[config.mk]
export PLATFORM = sky130hd
export DESIGN_NAME = bsf_ctrl
export DESIGN_NICKNAME = d
export VERILOG_FILES = /design/src/hw/bsf_pkg.sv /design/src/hw/bsf_ctrl.sv
export SDC_FILE = /design/constraint.sdc
export NUM_CORES = 1
export LEC_CHECK = 0
export BUFFER_PORTS_ARGS = -buffer_cell sky130_fd_sc_hd__buf_2
export CAP_MARGIN = 20
export CORE_UTILIZATION = 51
export DETAILED_ROUTE_END_ITERATION = 7
export PLACE_DENSITY = 0.72
export SYNTH_ARGS = -nofsm -noshare
export SYNTH_HDL_FRONTEND = slang
export SYNTH_SLANG_ARGS = --single-unit
[constraint.sdc]
create_clock -name core_clk_i -period 4.7 [get_ports core_clk_i]
set_input_delay 0.235 -clock core_clk_i [delete_from_list [all_inputs] [get_ports core_clk_i]]
set_output_delay 0.235 -clock core_clk_i [all_outputs]
set_load 0.01 [all_outputs]
[src/hw/bsf_pkg.sv]
// constants, states and carriers of the buck startup/protection controller
// assumes a 20 MHz core clock and millivolt-scaled comparator readings
package bsf_pkg;
    // clocking and switching tick
    localparam int CLK_HZ = 20000000;
    localparam int SW_HZ = 300000;
    localparam int TICK_CYC = CLK_HZ / SW_HZ;
    // intervals, in microseconds and in switching ticks
    localparam int SS_TIME_US = 4500;
    localparam int SS_TICKS = SS_TIME_US * (SW_HZ / 1000) / 1000;
    localparam int THRESHOLD_SET_CURRENT_TIME_US = 5000;
    localparam int THRESHOLD_SET_CURRENT_TICKS = THRESHOLD_SET_CURRENT_TIME_US * (SW_HZ / 1000) / 1000;
    // fallback timer when the switch node never drops (plain default)
    localparam int WD_TIME_NS = 500;
    localparam int WD_CYC = (WD_TIME_NS * (CLK_HZ / 1000000) + 999) / 1000;
    // voltages in millivolts
    localparam logic [9:0] REF_MV = 10'h320;
    localparam logic [9:0] THR_MIN_MV = 10'h032;
    localparam logic [9:0] THR_MAX_MV = 10'h226;
    localparam logic [9:0] CLAMP_MV = 10'h258;
    localparam logic [2:0] OC_COUNT = 3'h4;
    // register map, byte addresses
    localparam logic [3:0] ADDR_CTRL = 4'h0;
    localparam logic [3:0] ADDR_STATUS = 4'h4;
    localparam logic [3:0] ADDR_THRESH = 4'h8;
    localparam logic CTRL_EN_RESET = 1'h1;
    localparam int CTRL_EN_BIT = 0;
    typedef enum logic [2:0] {ST_LOCKOUT, ST_THRSET, ST_SS, ST_RUN, ST_FAULT} bsf_state_type;
    typedef enum logic [2:0] {DRV_OFF, DRV_HS_ON, DRV_WAIT_SW, DRV_LS_ON, DRV_WAIT_LG} bsf_drv_type;
    // gate drive pair
    typedef struct packed {
        logic hs;
        logic ls;
    } bsf_gate_type;
    // single-bit comparator and status pins
    typedef struct packed {
        logic supply_ok;
        logic sw_node_low;
        logic ls_gate_low;
        logic pwm_req;
        logic prot_ls_on;
        logic sense_in_window;
    } bsf_pins_type;
endpackage

[src/hw/bsf_ctrl.sv]
// buck startup, dead-time and overcurrent control with an Avalon-MM slave
// assumes pin inputs are asynchronous and the analog loop lives outside
//
// Behaviour
// - switching tick runs at a fixed 300 kHz, not programmable
// - low-side turns on only after the switch node has dropped
// - high-side turns on only after the low-side gate has fallen
// - fallback timer forces low-side on if the switch node never drops
// - soft-start reference ramps linearly 0 to 800 mV over 4.5 ms
// - soft-start begins only above lockout and after threshold setting
// - overcurrent during soft-start aborts ramp, both gates off, latched
// - during soft-start low-side stays off until high-side first switches
// - if high-side never switched, low-side enabled when soft-start ends
// - startup mask gates only loop requests; protection may still drive low-side
// - overcurrent compared only while low-side is on
// - four consecutive first-level cycles trip; a clean cycle restarts the count
// - second level, 1.5 times first, trips at once
// - trip latches both gates off until supply passes through lockout
// - about 5 ms of test current, then the low-side pin voltage is held
// - first threshold held within 50..550 mV, second derived from it
// - 600 mV on the low-side pin ends setting at once with maximum thresholds
// - power ok released only after soft-start and while output in window
//
// Our own choices: the placing of the registers and the Avalon-MM slave port.
`timescale 1ns/10ps
module bsf_ctrl
#(
    parameter int WD_CYC_P = bsf_pkg::WD_CYC
)
(
    input wire logic core_clk_i,
    input wire logic rstn_i,
    input wire bsf_pkg::bsf_pins_type pins_i,
    input wire logic [9:0] sw_node_mv_i,
    input wire logic [9:0] ls_gate_mv_i,
    output bsf_pkg::bsf_gate_type gate_o,
    output logic threshold_set_current_o,
    output logic [9:0] ref_mv_o,
    output logic power_ok_output_oe_o,
    input wire logic [3:0] avs_address_i,
    input wire logic avs_read_i,
    input wire logic avs_write_i,
    input wire logic [31:0] avs_writedata_i,
    input wire logic [3:0] avs_byteenable_i,
    output logic [31:0] avs_readdata_o,
    output logic avs_waitrequest_o
);
    import bsf_pkg::*;

    logic rst_meta_reg, rstn_sync;
    bsf_pins_type pin_meta_reg, pin_reg;
    logic [19:0] mv_meta_reg, mv_reg;
    logic [9:0] sw_mv, ls_mv;
    logic [6:0] tick_cnt_reg, tick_cnt_next;
    logic tick;
    bsf_state_type st_reg, st_next;
    bsf_drv_type drv_reg, drv_next;
    logic [10:0] ivl_reg, ivl_next;
    logic [11:0] acc_reg, acc_next;
    logic [1:0] ls_hist_reg, ls_hist_next;
    logic [9:0] thr1_reg, thr1_next, thr2, ref_reg, ref_next;
    logic hs_started_reg, hs_started_next, oc_seen_reg, oc_seen_next;
    logic [2:0] oc_cnt_reg, oc_cnt_next;
    logic [7:0] wd_reg, wd_next;
    logic oc_eval, oc1, oc2, trip, run_ok, ls_mask;
    bsf_gate_type gate_next;
    logic pg_oe_next, thr_en_next;
    logic en_reg, en_next, resp_reg, resp_next;
    logic [31:0] rdata_reg, rdata_next;

    // reset release through two flops, assertion stays asynchronous
    always_ff @(posedge core_clk_i or negedge rstn_i)
    begin
        if (!rstn_i)
        begin
            rst_meta_reg <= 1'h0;
            rstn_sync <= 1'h0;
        end
        else
        begin
            rst_meta_reg <= 1'h1;
            rstn_sync <= rst_meta_reg;
        end
    end

    // pin and comparator-code synchronisers; first stage read only by second
    always_ff @(posedge core_clk_i or negedge rstn_sync)
    begin
        if (!rstn_sync)
        begin
            pin_meta_reg <= '0;
            pin_reg <= '0;
            mv_meta_reg <= 20'h00000;
            mv_reg <= 20'h00000;
        end
        else
        begin
            pin_meta_reg <= pins_i;
            pin_reg <= pin_meta_reg;
            mv_meta_reg <= {sw_node_mv_i, ls_gate_mv_i};
            mv_reg <= mv_meta_reg;
        end
    end
    assign sw_mv = mv_reg[19:10];
    assign ls_mv = mv_reg[9:0];

    // overcurrent comparators; second level is 1.5x the held first
    always_comb
    begin
        thr2 = thr1_reg + {1'h0, thr1_reg[9:1]};
        // blank two cycles after low-side on: the node code lags the gate by the synchroniser
        oc_eval = gate_o.ls && ls_hist_reg[1] && ls_hist_reg[0];
        oc1 = oc_eval && (sw_mv > thr1_reg);
        oc2 = oc_eval && (sw_mv > thr2);
        run_ok = (st_reg == ST_SS) || (st_reg == ST_RUN);
        ls_mask = (st_reg == ST_SS) && !hs_started_reg;
        trip = run_ok && (oc2 || (tick && oc_seen_reg && (oc_cnt_reg == OC_COUNT - 3'h1)));
    end

    // switching tick and main sequencer next state
    always_comb
    begin
        tick = (tick_cnt_reg == 7'(TICK_CYC - 1));
        tick_cnt_next = tick ? 7'h00 : tick_cnt_reg + 7'h01;
        st_next = st_reg;
        ivl_next = ivl_reg;
        acc_next = acc_reg;
        ref_next = ref_reg;
        thr1_next = thr1_reg;
        hs_started_next = hs_started_reg | (drv_reg == DRV_HS_ON);
        oc_seen_next = (tick ? 1'h0 : oc_seen_reg) | oc1;
        oc_cnt_next = tick ? (oc_seen_reg ? oc_cnt_reg + 3'h1 : 3'h0) : oc_cnt_reg;
        thr_en_next = 1'h0;
        case (st_reg)
            ST_LOCKOUT:
            begin
                ivl_next = 11'h000;
                if (pin_reg.supply_ok && en_reg)
                    st_next = ST_THRSET;
            end
            ST_THRSET:
            begin
                thr_en_next = 1'h1;
                if (ls_mv >= CLAMP_MV)
                begin
                    thr1_next = THR_MAX_MV;
                    st_next = ST_SS;
                end
                else if (tick)
                begin
                    ivl_next = ivl_reg + 11'h001;
                    if (ivl_reg == 11'(THRESHOLD_SET_CURRENT_TICKS - 1))
                    begin
                        // hold the sampled pin voltage, clamped to the legal span
                        thr1_next = (ls_mv < THR_MIN_MV) ? THR_MIN_MV :
                                    (ls_mv > THR_MAX_MV) ? THR_MAX_MV : ls_mv;
                        st_next = ST_SS;
                    end
                end
                if (st_next == ST_SS)
                begin
                    ivl_next = 11'h000;
                    acc_next = 12'h000;
                    ref_next = 10'h000;
                    hs_started_next = 1'h0;
                    thr_en_next = 1'h0;
                end
            end
            ST_SS:
            begin
                // error-diffusion ramp, at most one millivolt per tick
                if (tick)
                begin
                    ivl_next = ivl_reg + 11'h001;
                    if (acc_reg + 12'(REF_MV) >= 12'(SS_TICKS))
                    begin
                        acc_next = acc_reg + 12'(REF_MV) - 12'(SS_TICKS);
                        ref_next = ref_reg + 10'h001;
                    end
                    else
                        acc_next = acc_reg + 12'(REF_MV);
                    if (ivl_reg == 11'(SS_TICKS - 1))
                    begin
                        ref_next = REF_MV;
                        st_next = ST_RUN;
                    end
                end
            end
            default:
                ;
        endcase
        if (trip)
            st_next = ST_FAULT;
        if (!run_ok)
        begin
            oc_seen_next = 1'h0;
            oc_cnt_next = 3'h0;
        end
        // only a trip through lockout clears the latch; disable cannot
        if (!pin_reg.supply_ok)
            st_next = ST_LOCKOUT;
        else if (!en_reg && st_reg != ST_FAULT)
            st_next = ST_LOCKOUT;
    end

    always_ff @(posedge core_clk_i or negedge rstn_sync)
    begin
        if (!rstn_sync)
        begin
            tick_cnt_reg <= 7'h00;
            st_reg <= ST_LOCKOUT;
            ivl_reg <= 11'h000;
            acc_reg <= 12'h000;
            ref_reg <= 10'h000;
            thr1_reg <= THR_MAX_MV;
            hs_started_reg <= 1'h0;
            oc_seen_reg <= 1'h0;
            oc_cnt_reg <= 3'h0;
        end
        else
        begin
            tick_cnt_reg <= tick_cnt_next;
            st_reg <= st_next;
            ivl_reg <= ivl_next;
            acc_reg <= acc_next;
            ref_reg <= ref_next;
            thr1_reg <= thr1_next;
            hs_started_reg <= hs_started_next;
            oc_seen_reg <= oc_seen_next;
            oc_cnt_reg <= oc_cnt_next;
        end
    end

    // gate driver sequencing with adaptive dead time
    always_comb
    begin
        drv_next = drv_reg;
        wd_next = 8'h00;
        ls_hist_next = {ls_hist_reg[0], gate_o.ls};
        case (drv_reg)
            DRV_OFF:
                if (pin_reg.pwm_req)
                    drv_next = DRV_WAIT_LG;
                else if (!ls_mask)
                    drv_next = DRV_LS_ON;
            DRV_HS_ON:
                if (!pin_reg.pwm_req)
                    drv_next = DRV_WAIT_SW;
            DRV_WAIT_SW:
            begin
                wd_next = wd_reg + 8'h01;
                // negative inductor current keeps the node high; timer rescues it
                if (pin_reg.sw_node_low || wd_reg == 8'(WD_CYC_P - 1))
                    drv_next = ls_mask ? DRV_OFF : DRV_LS_ON;
            end
            DRV_LS_ON:
                if (pin_reg.pwm_req)
                    drv_next = DRV_WAIT_LG;
            default:
                if (pin_reg.ls_gate_low)
                    drv_next = pin_reg.pwm_req ? DRV_HS_ON : DRV_OFF;
        endcase
        if (!run_ok || trip)
            drv_next = DRV_OFF;
        // protection bypasses the startup mask but never the overcurrent latch
        gate_next.hs = (drv_next == DRV_HS_ON) && !pin_reg.prot_ls_on;
        gate_next.ls = ((drv_next == DRV_LS_ON) || pin_reg.prot_ls_on) && st_next != ST_FAULT
                       && st_next != ST_LOCKOUT;
        pg_oe_next = !(st_next == ST_RUN && pin_reg.sense_in_window);
    end

    always_ff @(posedge core_clk_i or negedge rstn_sync)
    begin
        if (!rstn_sync)
        begin
            drv_reg <= DRV_OFF;
            wd_reg <= 8'h00;
            ls_hist_reg <= 2'h0;
            gate_o <= '0;
            threshold_set_current_o <= 1'h0;
            power_ok_output_oe_o <= 1'h1;
        end
        else
        begin
            drv_reg <= drv_next;
            wd_reg <= wd_next;
            ls_hist_reg <= ls_hist_next;
            gate_o <= gate_next;
            threshold_set_current_o <= thr_en_next;
            power_ok_output_oe_o <= pg_oe_next;
        end
    end
    assign ref_mv_o = ref_reg;

    // avalon slave: one wait state, write commits on the released edge
    always_comb
    begin
        resp_next = (avs_read_i || avs_write_i) && !resp_reg;
        en_next = en_reg;
        rdata_next = rdata_reg;
        if (resp_reg && avs_write_i && avs_address_i == ADDR_CTRL && avs_byteenable_i[0])
            en_next = avs_writedata_i[CTRL_EN_BIT];
        if (avs_read_i && !resp_reg)
        begin
            if (avs_address_i == ADDR_CTRL)
                rdata_next = {31'h00000000, en_reg};
            else if (avs_address_i == ADDR_STATUS)
                rdata_next = {16'h0000, 3'h0, oc_cnt_reg, 1'h0, drv_reg, ls_mask, hs_started_reg, 1'h0, st_reg};
            else if (avs_address_i == ADDR_THRESH)
                rdata_next = {6'h00, thr2, 6'h00, thr1_reg};
            else
                rdata_next = 32'h00000000;
        end
    end
    assign avs_waitrequest_o = (avs_read_i || avs_write_i) && !resp_reg;

    always_ff @(posedge core_clk_i or negedge rstn_sync)
    begin
        if (!rstn_sync)
        begin
            resp_reg <= 1'h0;
            en_reg <= CTRL_EN_RESET;
            rdata_reg <= 32'h00000000;
        end
        else
        begin
            resp_reg <= resp_next;
            en_reg <= en_next;
            rdata_reg <= rdata_next;
        end
    end
    assign avs_readdata_o = rdata_reg;

    // checks on sequencing and protection
    localparam int WD_BOUND = WD_CYC_P;
endmodule // bsf_ctrl

==> impl_metrics.csv, run 1 <==
group,metric,value,unit
sta,fin_setup_tns,0,ns
clocking,clock-sinks,153,
finish,final_cells,1010,
setup_path,worst_ep_required_time,5.06,ns
setup_path,critPathMaxStageDelay,0.58,ns
yosys,netlist_instances,715,
global_routing,grt_max_degree,63,
yosys,synth_edf_count,0,
global_routing,track_usage,23.37,%
die,core-area,14040,um^2
setup_path,worstSetupEndpointType,"flip-flop",
setup_path,critPathLaunchType,"flip-flop",
setup_path,critPathMaxFanout,5,
clocking,htreeDepth,4,
global_routing,use_met1,31.27,%
global_routing,grt_antenna_before_repair,0,
yosys,yosys_warnings,0,
finish,area_growth,18.68,%
placement,routabilityCongestion,0.8434,
run_status,status,"finished, final reports clean",
setup_path,crit_arrival,4.36,ns
finish,seqCellArea,3840,um^2
yosys,synth-seq-area-share,51.61,%
die,die_y,122.7,um
clocking,post_cts_buffers,0,
sta,relSlewSlack,38.28,%
die,dieArea,15060,um^2
die,start_util,52.94,%
finish,largest_reg_flops,23,
sta,finalSetupViolations,0,
sta,post-route-min-period,4.000,ns
setup_path,rrSetupSlack,0.70,ns
setup_path,crit_chain,"ha_1, inv_1, fa_1, nor2b_1, o21ai_0, a21boi_0, o21ai_0, xor2_1, ha_1, nand4_1, a211oi_1, a2111oi_0, buf_4, o211ai_1, nor4b_1, o21a_1",
yosys,synth_cell_type_count,75,
sta,fmax,250.0,MHz
die,io_pins,117,
setup_path,crit_path_top_delay_cell,"dfstp_2",
global_routing,use_met3,4.600,%
route,avgRoutedWirePerCell,16.10,um
yosys,synth_commonest_cells,"dfrtp_1, nand2_1, nor2_1",
finish,multi_input_area,3353,um^2
die,fp.dieW,122.7,um
clocking,clockBufferDepth,2,
route,drc,0,
clocking,path_clk_slew,0.06,ns
worst_hold_path,hold_depth,2,
power_and_ir_drop,vdd_ir_drop_max,273.7,uV
global_routing,overflow,0,
yosys,yosysTopAreaCell,"dfrtp_1",
worst_hold_path,hold_end,"en_reg",
sta,rsz0062_at_grt,"false",
route,vias_per_cell,5.668,
worst_hold_path,min_from,"avs_writedata_i[0]",
sta,finClkSkew,0.01054,ns
global_routing,top_usage_layer,"met2",
sta,hold_viol_final,0,
placement,placed_cells,951,
yosys,yosysMostFrequentCell,"dfrtp_1",
yosys,synthArstFlopShare,100.0,%
finish,final_layout_size_suffix_gt1_share,16.14,%
finish,antenna_cells,0,
yosys,avgSynthCellArea,10.40,um^2
sta,tightest_slew,0.9258,ns
clocking,cts_tree,"built",
finish,fillers,1148,
setup_path,r2r-end,"gate_o[0]",
route,drt_pass1_iterations,7,
power_and_ir_drop,leakage,0.004019,uW
setup_path,reg2reg_from,"thr1_reg[1]",
finish,fin_nets,930,
sta,slew_violations,0,
yosys,synth.top_cell.area_share,49.49,%
clocking,cts-root-buf,"clkbuf_16",
finish,utilization,62.83,%
route,wl,16.26,mm
route,ant_nets,0,
clocking,postCtsResizedCells,0,
yosys,ys_top_cells_by_area,"dfrtp_1, ha_1, nand2_1",
yosys,synth_area,7433,um^2
global_routing,grt_pass1_vias,5467,
global_routing,grt_use_met2,37.46,%
setup_path,reg2regPathDepth,16,
placement,post-dp-hpwl,11.52,mm
route,drt_iter0_markers,376,
placement,port_buffers,73,
sta,min_period_over_period,85.10,%
route,vias,5725,
clocking,numCtsBuffers,17,
yosys,ys_ff_latch,153,
placement,dp_slack,0.7271,ns
clocking,clkLatencyLatePin,0.43,ns
sta,timing.final.ws_setup,0.7003,ns
global_routing,grt_pass1_wl,27.04,mm
yosys,ys.flop_type,"dfrtp_1",
run,cap_violations,0,
worst_hold_path,min_path_type,"primary input to flip-flop",
die,rows,43,
setup_path,worst-setup-path-type,"flip-flop to flip-flop",
power_and_ir_drop,p_per_area,339.7,nW/um^2
routing by layer:
metal / wire length, um / part of all wire, % / vias to the layer above
met1: 7348 / 45 / 2820
met4: 357 / 2.2 / 0
met3: 714 / 4.4 / 26
li1: - / - / 2729
met5: 0 / 0 / -
met2: 7838 / 48 / 150
per-stage QoR:
| step | total power, uW | area [um^2] | hold WS (ns) |
|---|---|---|---|
| after detailed placement | 1550 | 7926 | 0.02499 |
| after floorplan | 1497 | 7463 | -0.06059 |
| final | 2997 | 8822 | 0.05619 |
| after global placement | 1542 | 7926 | 0.02361 |
| after global routing | 3104 | 8822 | 0.05030 |
| after CTS | 3020 | 8822 | 0.04683 |
critical path, delay by kind of cell, from the launching register on:
| family | cells | cell delay (ns) |
|---|---|---|
| compound gates | 7 | 1.38 |
| fa+ha+maj | 3 | 0.88 |
| simple gates | 3 | 0.59 |
| flops | 1 | 0.58 |
| buf+inv | 2 | 0.28 |
| xor+xnor | 1 | 0.23 |
layout by cell type, fill, tap and decap left out, types with 16 or more instances in the layout:
master | Yosys | layout
xor2_1 | 22 | 22
nand4_1 | 16 | 16
o21ai_0 | 48 | 48
nand3_1 | 24 | 24
nor2_1 | 66 | 66
inv_1 | 30 | 30
nand2_1 | 66 | 66
clkbuf_16 | 0 | 17
a21oi_1 | 25 | 25
ha_1 | 42 | 42
buf_2 | 3 | 73
dfrtp_1 | 147 | 146
dlygate4sd3_1 | 0 | 27
cell families (layout without fill, tap and decap cells):
logic type	count (synthesis)	count (layout)	share of synthesized area, %
buffers and inverters	59	166	3.686
adder cells (fa/ha/maj)	43	43	7.339
flip-flops	153	153	51.61
AND/OR/NAND/NOR	255	255	17.62
AO/OA/AOI/OAI	162	162	14.61
XOR/XNOR	37	37	4.461
other	2	10	0.1010
multiplexers	4	4	0.5723
how the worst max path moves through the flow:
stage	from	endpoint	cells after the start
after floorplan	rstn_sync	acc_reg[10]	0
after global placement	thr1_reg[1]	gate_o[0]	17
after detailed placement	thr1_reg[1]	gate_o[0]	16
after CTS	thr1_reg[1]	gate_o[0]	16
after global routing	thr1_reg[1]	gate_o[1]	17
final	thr1_reg[1]	gate_o[0]	16
what timing repair did:
item,in CTS,in global routing
setup endpoints to repair,0,0
hold endpoints to repair,28,0
hold buffers,27,0
area by class of cell:
| type | count | area share, % |
|---|---|---|
| sequential | 153 | 43.53 |
| multi-input combinational | 511 | 38.01 |
| timing repair buffer | 104 | 7.545 |
| clock buffer | 18 | 4.978 |
| tap | 180 | 2.553 |
| clock inverter | 14 | 2.113 |
| inverter | 30 | 1.276 |
power by group:
part	leakage, uW	internal [uW]	total [uW]	switching (uW)
Clock	0.000306	865	1450	589
Sequential	0.00198	1350	1390	36.4
Combinational	0.00174	70.5	155	84.8
Power figures use the tool's default switching activity.
==> inputs of run 2 (changes only) <==
--- a/config.mk
+++ b/config.mk
@@ -5,11 +5,13 @@
 export SDC_FILE = /design/constraint.sdc
 export NUM_CORES = 1
 export LEC_CHECK = 0
+export ABC_AREA = 1
+export ABC_CLOCK_PERIOD_IN_PS = 4700
 export BUFFER_PORTS_ARGS = -buffer_cell sky130_fd_sc_hd__buf_2
 export CAP_MARGIN = 20
-export CORE_UTILIZATION = 51
+export CORE_UTILIZATION = 52
 export DETAILED_ROUTE_END_ITERATION = 7
-export PLACE_DENSITY = 0.72
+export PLACE_DENSITY = 0.73
 export SYNTH_ARGS = -nofsm -noshare
 export SYNTH_HDL_FRONTEND = slang
 export SYNTH_SLANG_ARGS = --single-unit
==> run 2 against run 1 <==
Net effect: global-route usage decreased by 0.88 points; non-clock buffer count fell by 3; critical endpoint unchanged; power shrank 4.1%; synthesized area up 0.99%; combinational power is 5% higher; worst setup slack better by 0.39 ns; utilization rose by 0.48 points.
==> impl_metrics.csv, run 2 <==
group,metric,value,unit
finish,multi_input_area,3142,um^2
placement,post-dp-hpwl,10.84,mm
finish,fillers,1180,
global_routing,grt_pass1_vias,5483,
placement,dp_slack,1.146,ns
finish,utilization,63.31,%
power_and_ir_drop,p_per_area,324.7,nW/um^2
yosys,synth_area,7507,um^2
die,rows,43,
yosys,yosysMostFrequentCell,"nand2_1",
yosys,synthArstFlopShare,100.0,%
finish,mostFrequentLayoutCells,"nand2_1, dfrtp_1, inv_1",
power_and_ir_drop,pwr-share-seq,48.1,%
clocking,path_clk_slew,0.06,ns
yosys,ys_top_cells_by_area,"dfrtp_1, nand2_1, ha_1",
global_routing,overflow,0,
sta,rsz0062_at_grt,"false",
die,io_pins,117,
yosys,avgSynthCellArea,8.937,um^2
clocking,numCtsBuffers,17,
setup_path,critPathMaxFanout,3,
sta,slew_violations,0,
power_and_ir_drop,clkPwrFrac,46.3,%
clocking,clkLatencyLatePin,0.42,ns
sta,timing.final.ws_setup,1.095,ns
setup_path,worst-setup-path-type,"flip-flop to flip-flop",
sta,hold_viol_final,0,
route,vias,5830,
yosys,synth.top_cell.area_share,49.00,%
sta,finClkSkew,0.006798,ns
yosys,yosysTopAreaCell,"dfrtp_1",
clocking,cts_tree,"built",
sta,tightest_slew,0.9185,ns
clocking,cts-root-buf,"clkbuf_16",
finish,final_cells,1141,
power_and_ir_drop,swShare,23.24,%
route,drc,0,
finish,layout_commonest_cell,"nand2_1",
yosys,synth_cell_type_count,54,
sta,finalSetupViolations,0,
sta,relSlewSlack,38.70,%
power_and_ir_drop,power_switching,668.3,uW
die,core-area,13990,um^2
run,cap_violations,0,
route,ant_nets,0,
setup_path,crit_arrival,3.96,ns
yosys,yosys_warnings,0,
clocking,postCtsResizedCells,0,
die,die_y,122.2,um
clocking,htreeDepth,4,
yosys,ys_ff_latch,153,
finish,seqCellArea,3840,um^2
finish,fin_nets,1061,
yosys,ys.flop_type,"dfrtp_1",
global_routing,track_usage,22.49,%
route,vias_per_cell,5.110,
placement,placed_cells,1082,
global_routing,grt_pass1_wl,25.72,mm
setup_path,worst_ep_required_time,5.05,ns
sta,min_period_over_period,76.70,%
setup_path,critPathLaunchType,"flip-flop",
worst_hold_path,min_path_type,"primary input to flip-flop",
sta,finalHoldWorstSlack,0.07714,ns
clocking,clockBufferDepth,2,
die,fp.dieW,122.2,um
placement,port_buffers,73,
yosys,synth-seq-area-share,51.10,%
global_routing,grt_antenna_before_repair,0,
setup_path,worstSetupEndpointType,"flip-flop",
run_status,status,"finished, final reports clean",
finish,largest_reg_flops,23,
power_and_ir_drop,combPwrFrac,5.6,%
power_and_ir_drop,p_int,2207,uW
power_and_ir_drop,vdd_ir_drop_max,397.8,uV
route,avgRoutedWirePerCell,13.18,um
die,start_util,53.67,%
finish,area_growth,17.97,%
placement,routabilityCongestion,0.9096,
route,drt_pass1_iterations,6,
route,drt_iter0_markers,406,
finish,final_layout_size_suffix_gt1_share,15.82,%
clocking,clock-sinks,153,
sta,fin_setup_tns,0,ns
yosys,synth_edf_count,0,
route,wl,15.04,mm
finish,antenna_cells,0,
power_and_ir_drop,leakage,0.004248,uW
yosys,netlist_instances,840,
yosys,synth_commonest_cells,"nand2_1, dfrtp_1, inv_1",
sta,post-route-min-period,3.605,ns
sta,fmax,277.4,MHz
die,dieArea,14920,um^2
global_routing,grt_max_degree,83,
[run 2: cell types whose count changed in the layout (fill, tap and decap cells not counted), sizes merged, moves of 8 or more]
cell	change
o21ai	+21
nor2	+16
nor2b	-11
nand3	+25
inv	+76
xnor2	-10
nand2	+117
nand2b	-8
[run 2: layout make-up]
type	count	area share [%]
clock buffers	20	4.931
clock inverters	12	1.597
inverters	110	4.691
multi-input cells	565	35.48
flip-flops and latches	153	43.36
well taps	180	2.543
repair buffers	101	7.403
[run 2: logic make-up (layout without fill, tap and decap cells)]
logic type,after synthesis,count (layout),synth area share (%)
simple gates,351,351,20.70
flops,153,153,51.10
compound gates,137,137,10.45
buf+inv,130,243,7.450
fa+ha+maj,43,43,7.267
xor+xnor,23,23,2.783
other cells,2,10,0.1000
mux,1,1,0.1500
[run 2: what timing repair did]
item                      4_1_cts  5_1_grt
hold endpoints to repair       28        0
hold buffers                   27        0
buffers inserted                0        0
[run 2: path summary, 6_finish.rpt]
kind	start	endpoint	slack, ns	depth (start not counted)
max	thr1_reg[1]	gate_o[0]	1.10	20
min	avs_writedata_i[0]	en_reg	0.08	2
min in group asynchronous	rstn_i	rstn_sync	0.12	2
max reg2reg	thr1_reg[1]	gate_o[0]	1.10	20
max in group asynchronous	rstn_sync	en_reg	3.33	1
min reg2reg	mv_meta_reg[12]	mv_reg[12]	0.35	0
[run 2: power by group through the flow]
| stage | Sequential, uW | Combinational [uW] | Clock [uW] |
|---|---|---|---|
| after floorplan | 1410 | 90.0 | 0 |
| after global placement | 1410 | 141 | 0 |
| after detailed placement | 1410 | 144 | 0 |
| after CTS | 1380 | 162 | 1360 |
| after global routing | 1390 | 186 | 1420 |
| final | 1380 | 162 | 1330 |
[run 2: worst max-delay path, cell delays in order (launching register included)]
cell,delay (ns)
dfstp_2,0.55
ha_1,0.18
inv_1,0.07
fa_1,0.40
o21ai_0,0.38
a21oi_1,0.12
o21ai_0,0.24
xor2_1,0.13
ha_1,0.29
nand2_1,0.04
nor2_1,0.21
nand2_1,0.08
o21ai_0,0.15
inv_1,0.05
nand2_1,0.13
nand2_1,0.07
nand2_1,0.08
nand2_1,0.11
a21oi_2,0.12
nand2_1,0.06
nor2_1,0.08
[run 2: metal layers]
metal | GRT usage [%] | wire length [um] | up-vias
met5 | 0 | 0 | -
met4 | 8.841 | 293 | 0
met3 | 5.150 | 664 | 24
met2 | 33.72 | 6729 | 141
met1 | 31.69 | 7357 | 2735
li1 | - | - | 2930
[run 2: through the flow]
stage               instance area [um^2]  total power [uW]
floorplan                           7537              1499
global placement                    8008              1547
detailed placement                  8008              1551
CTS                                 8856              2901
global route                        8856              2990
finish                              8856              2876
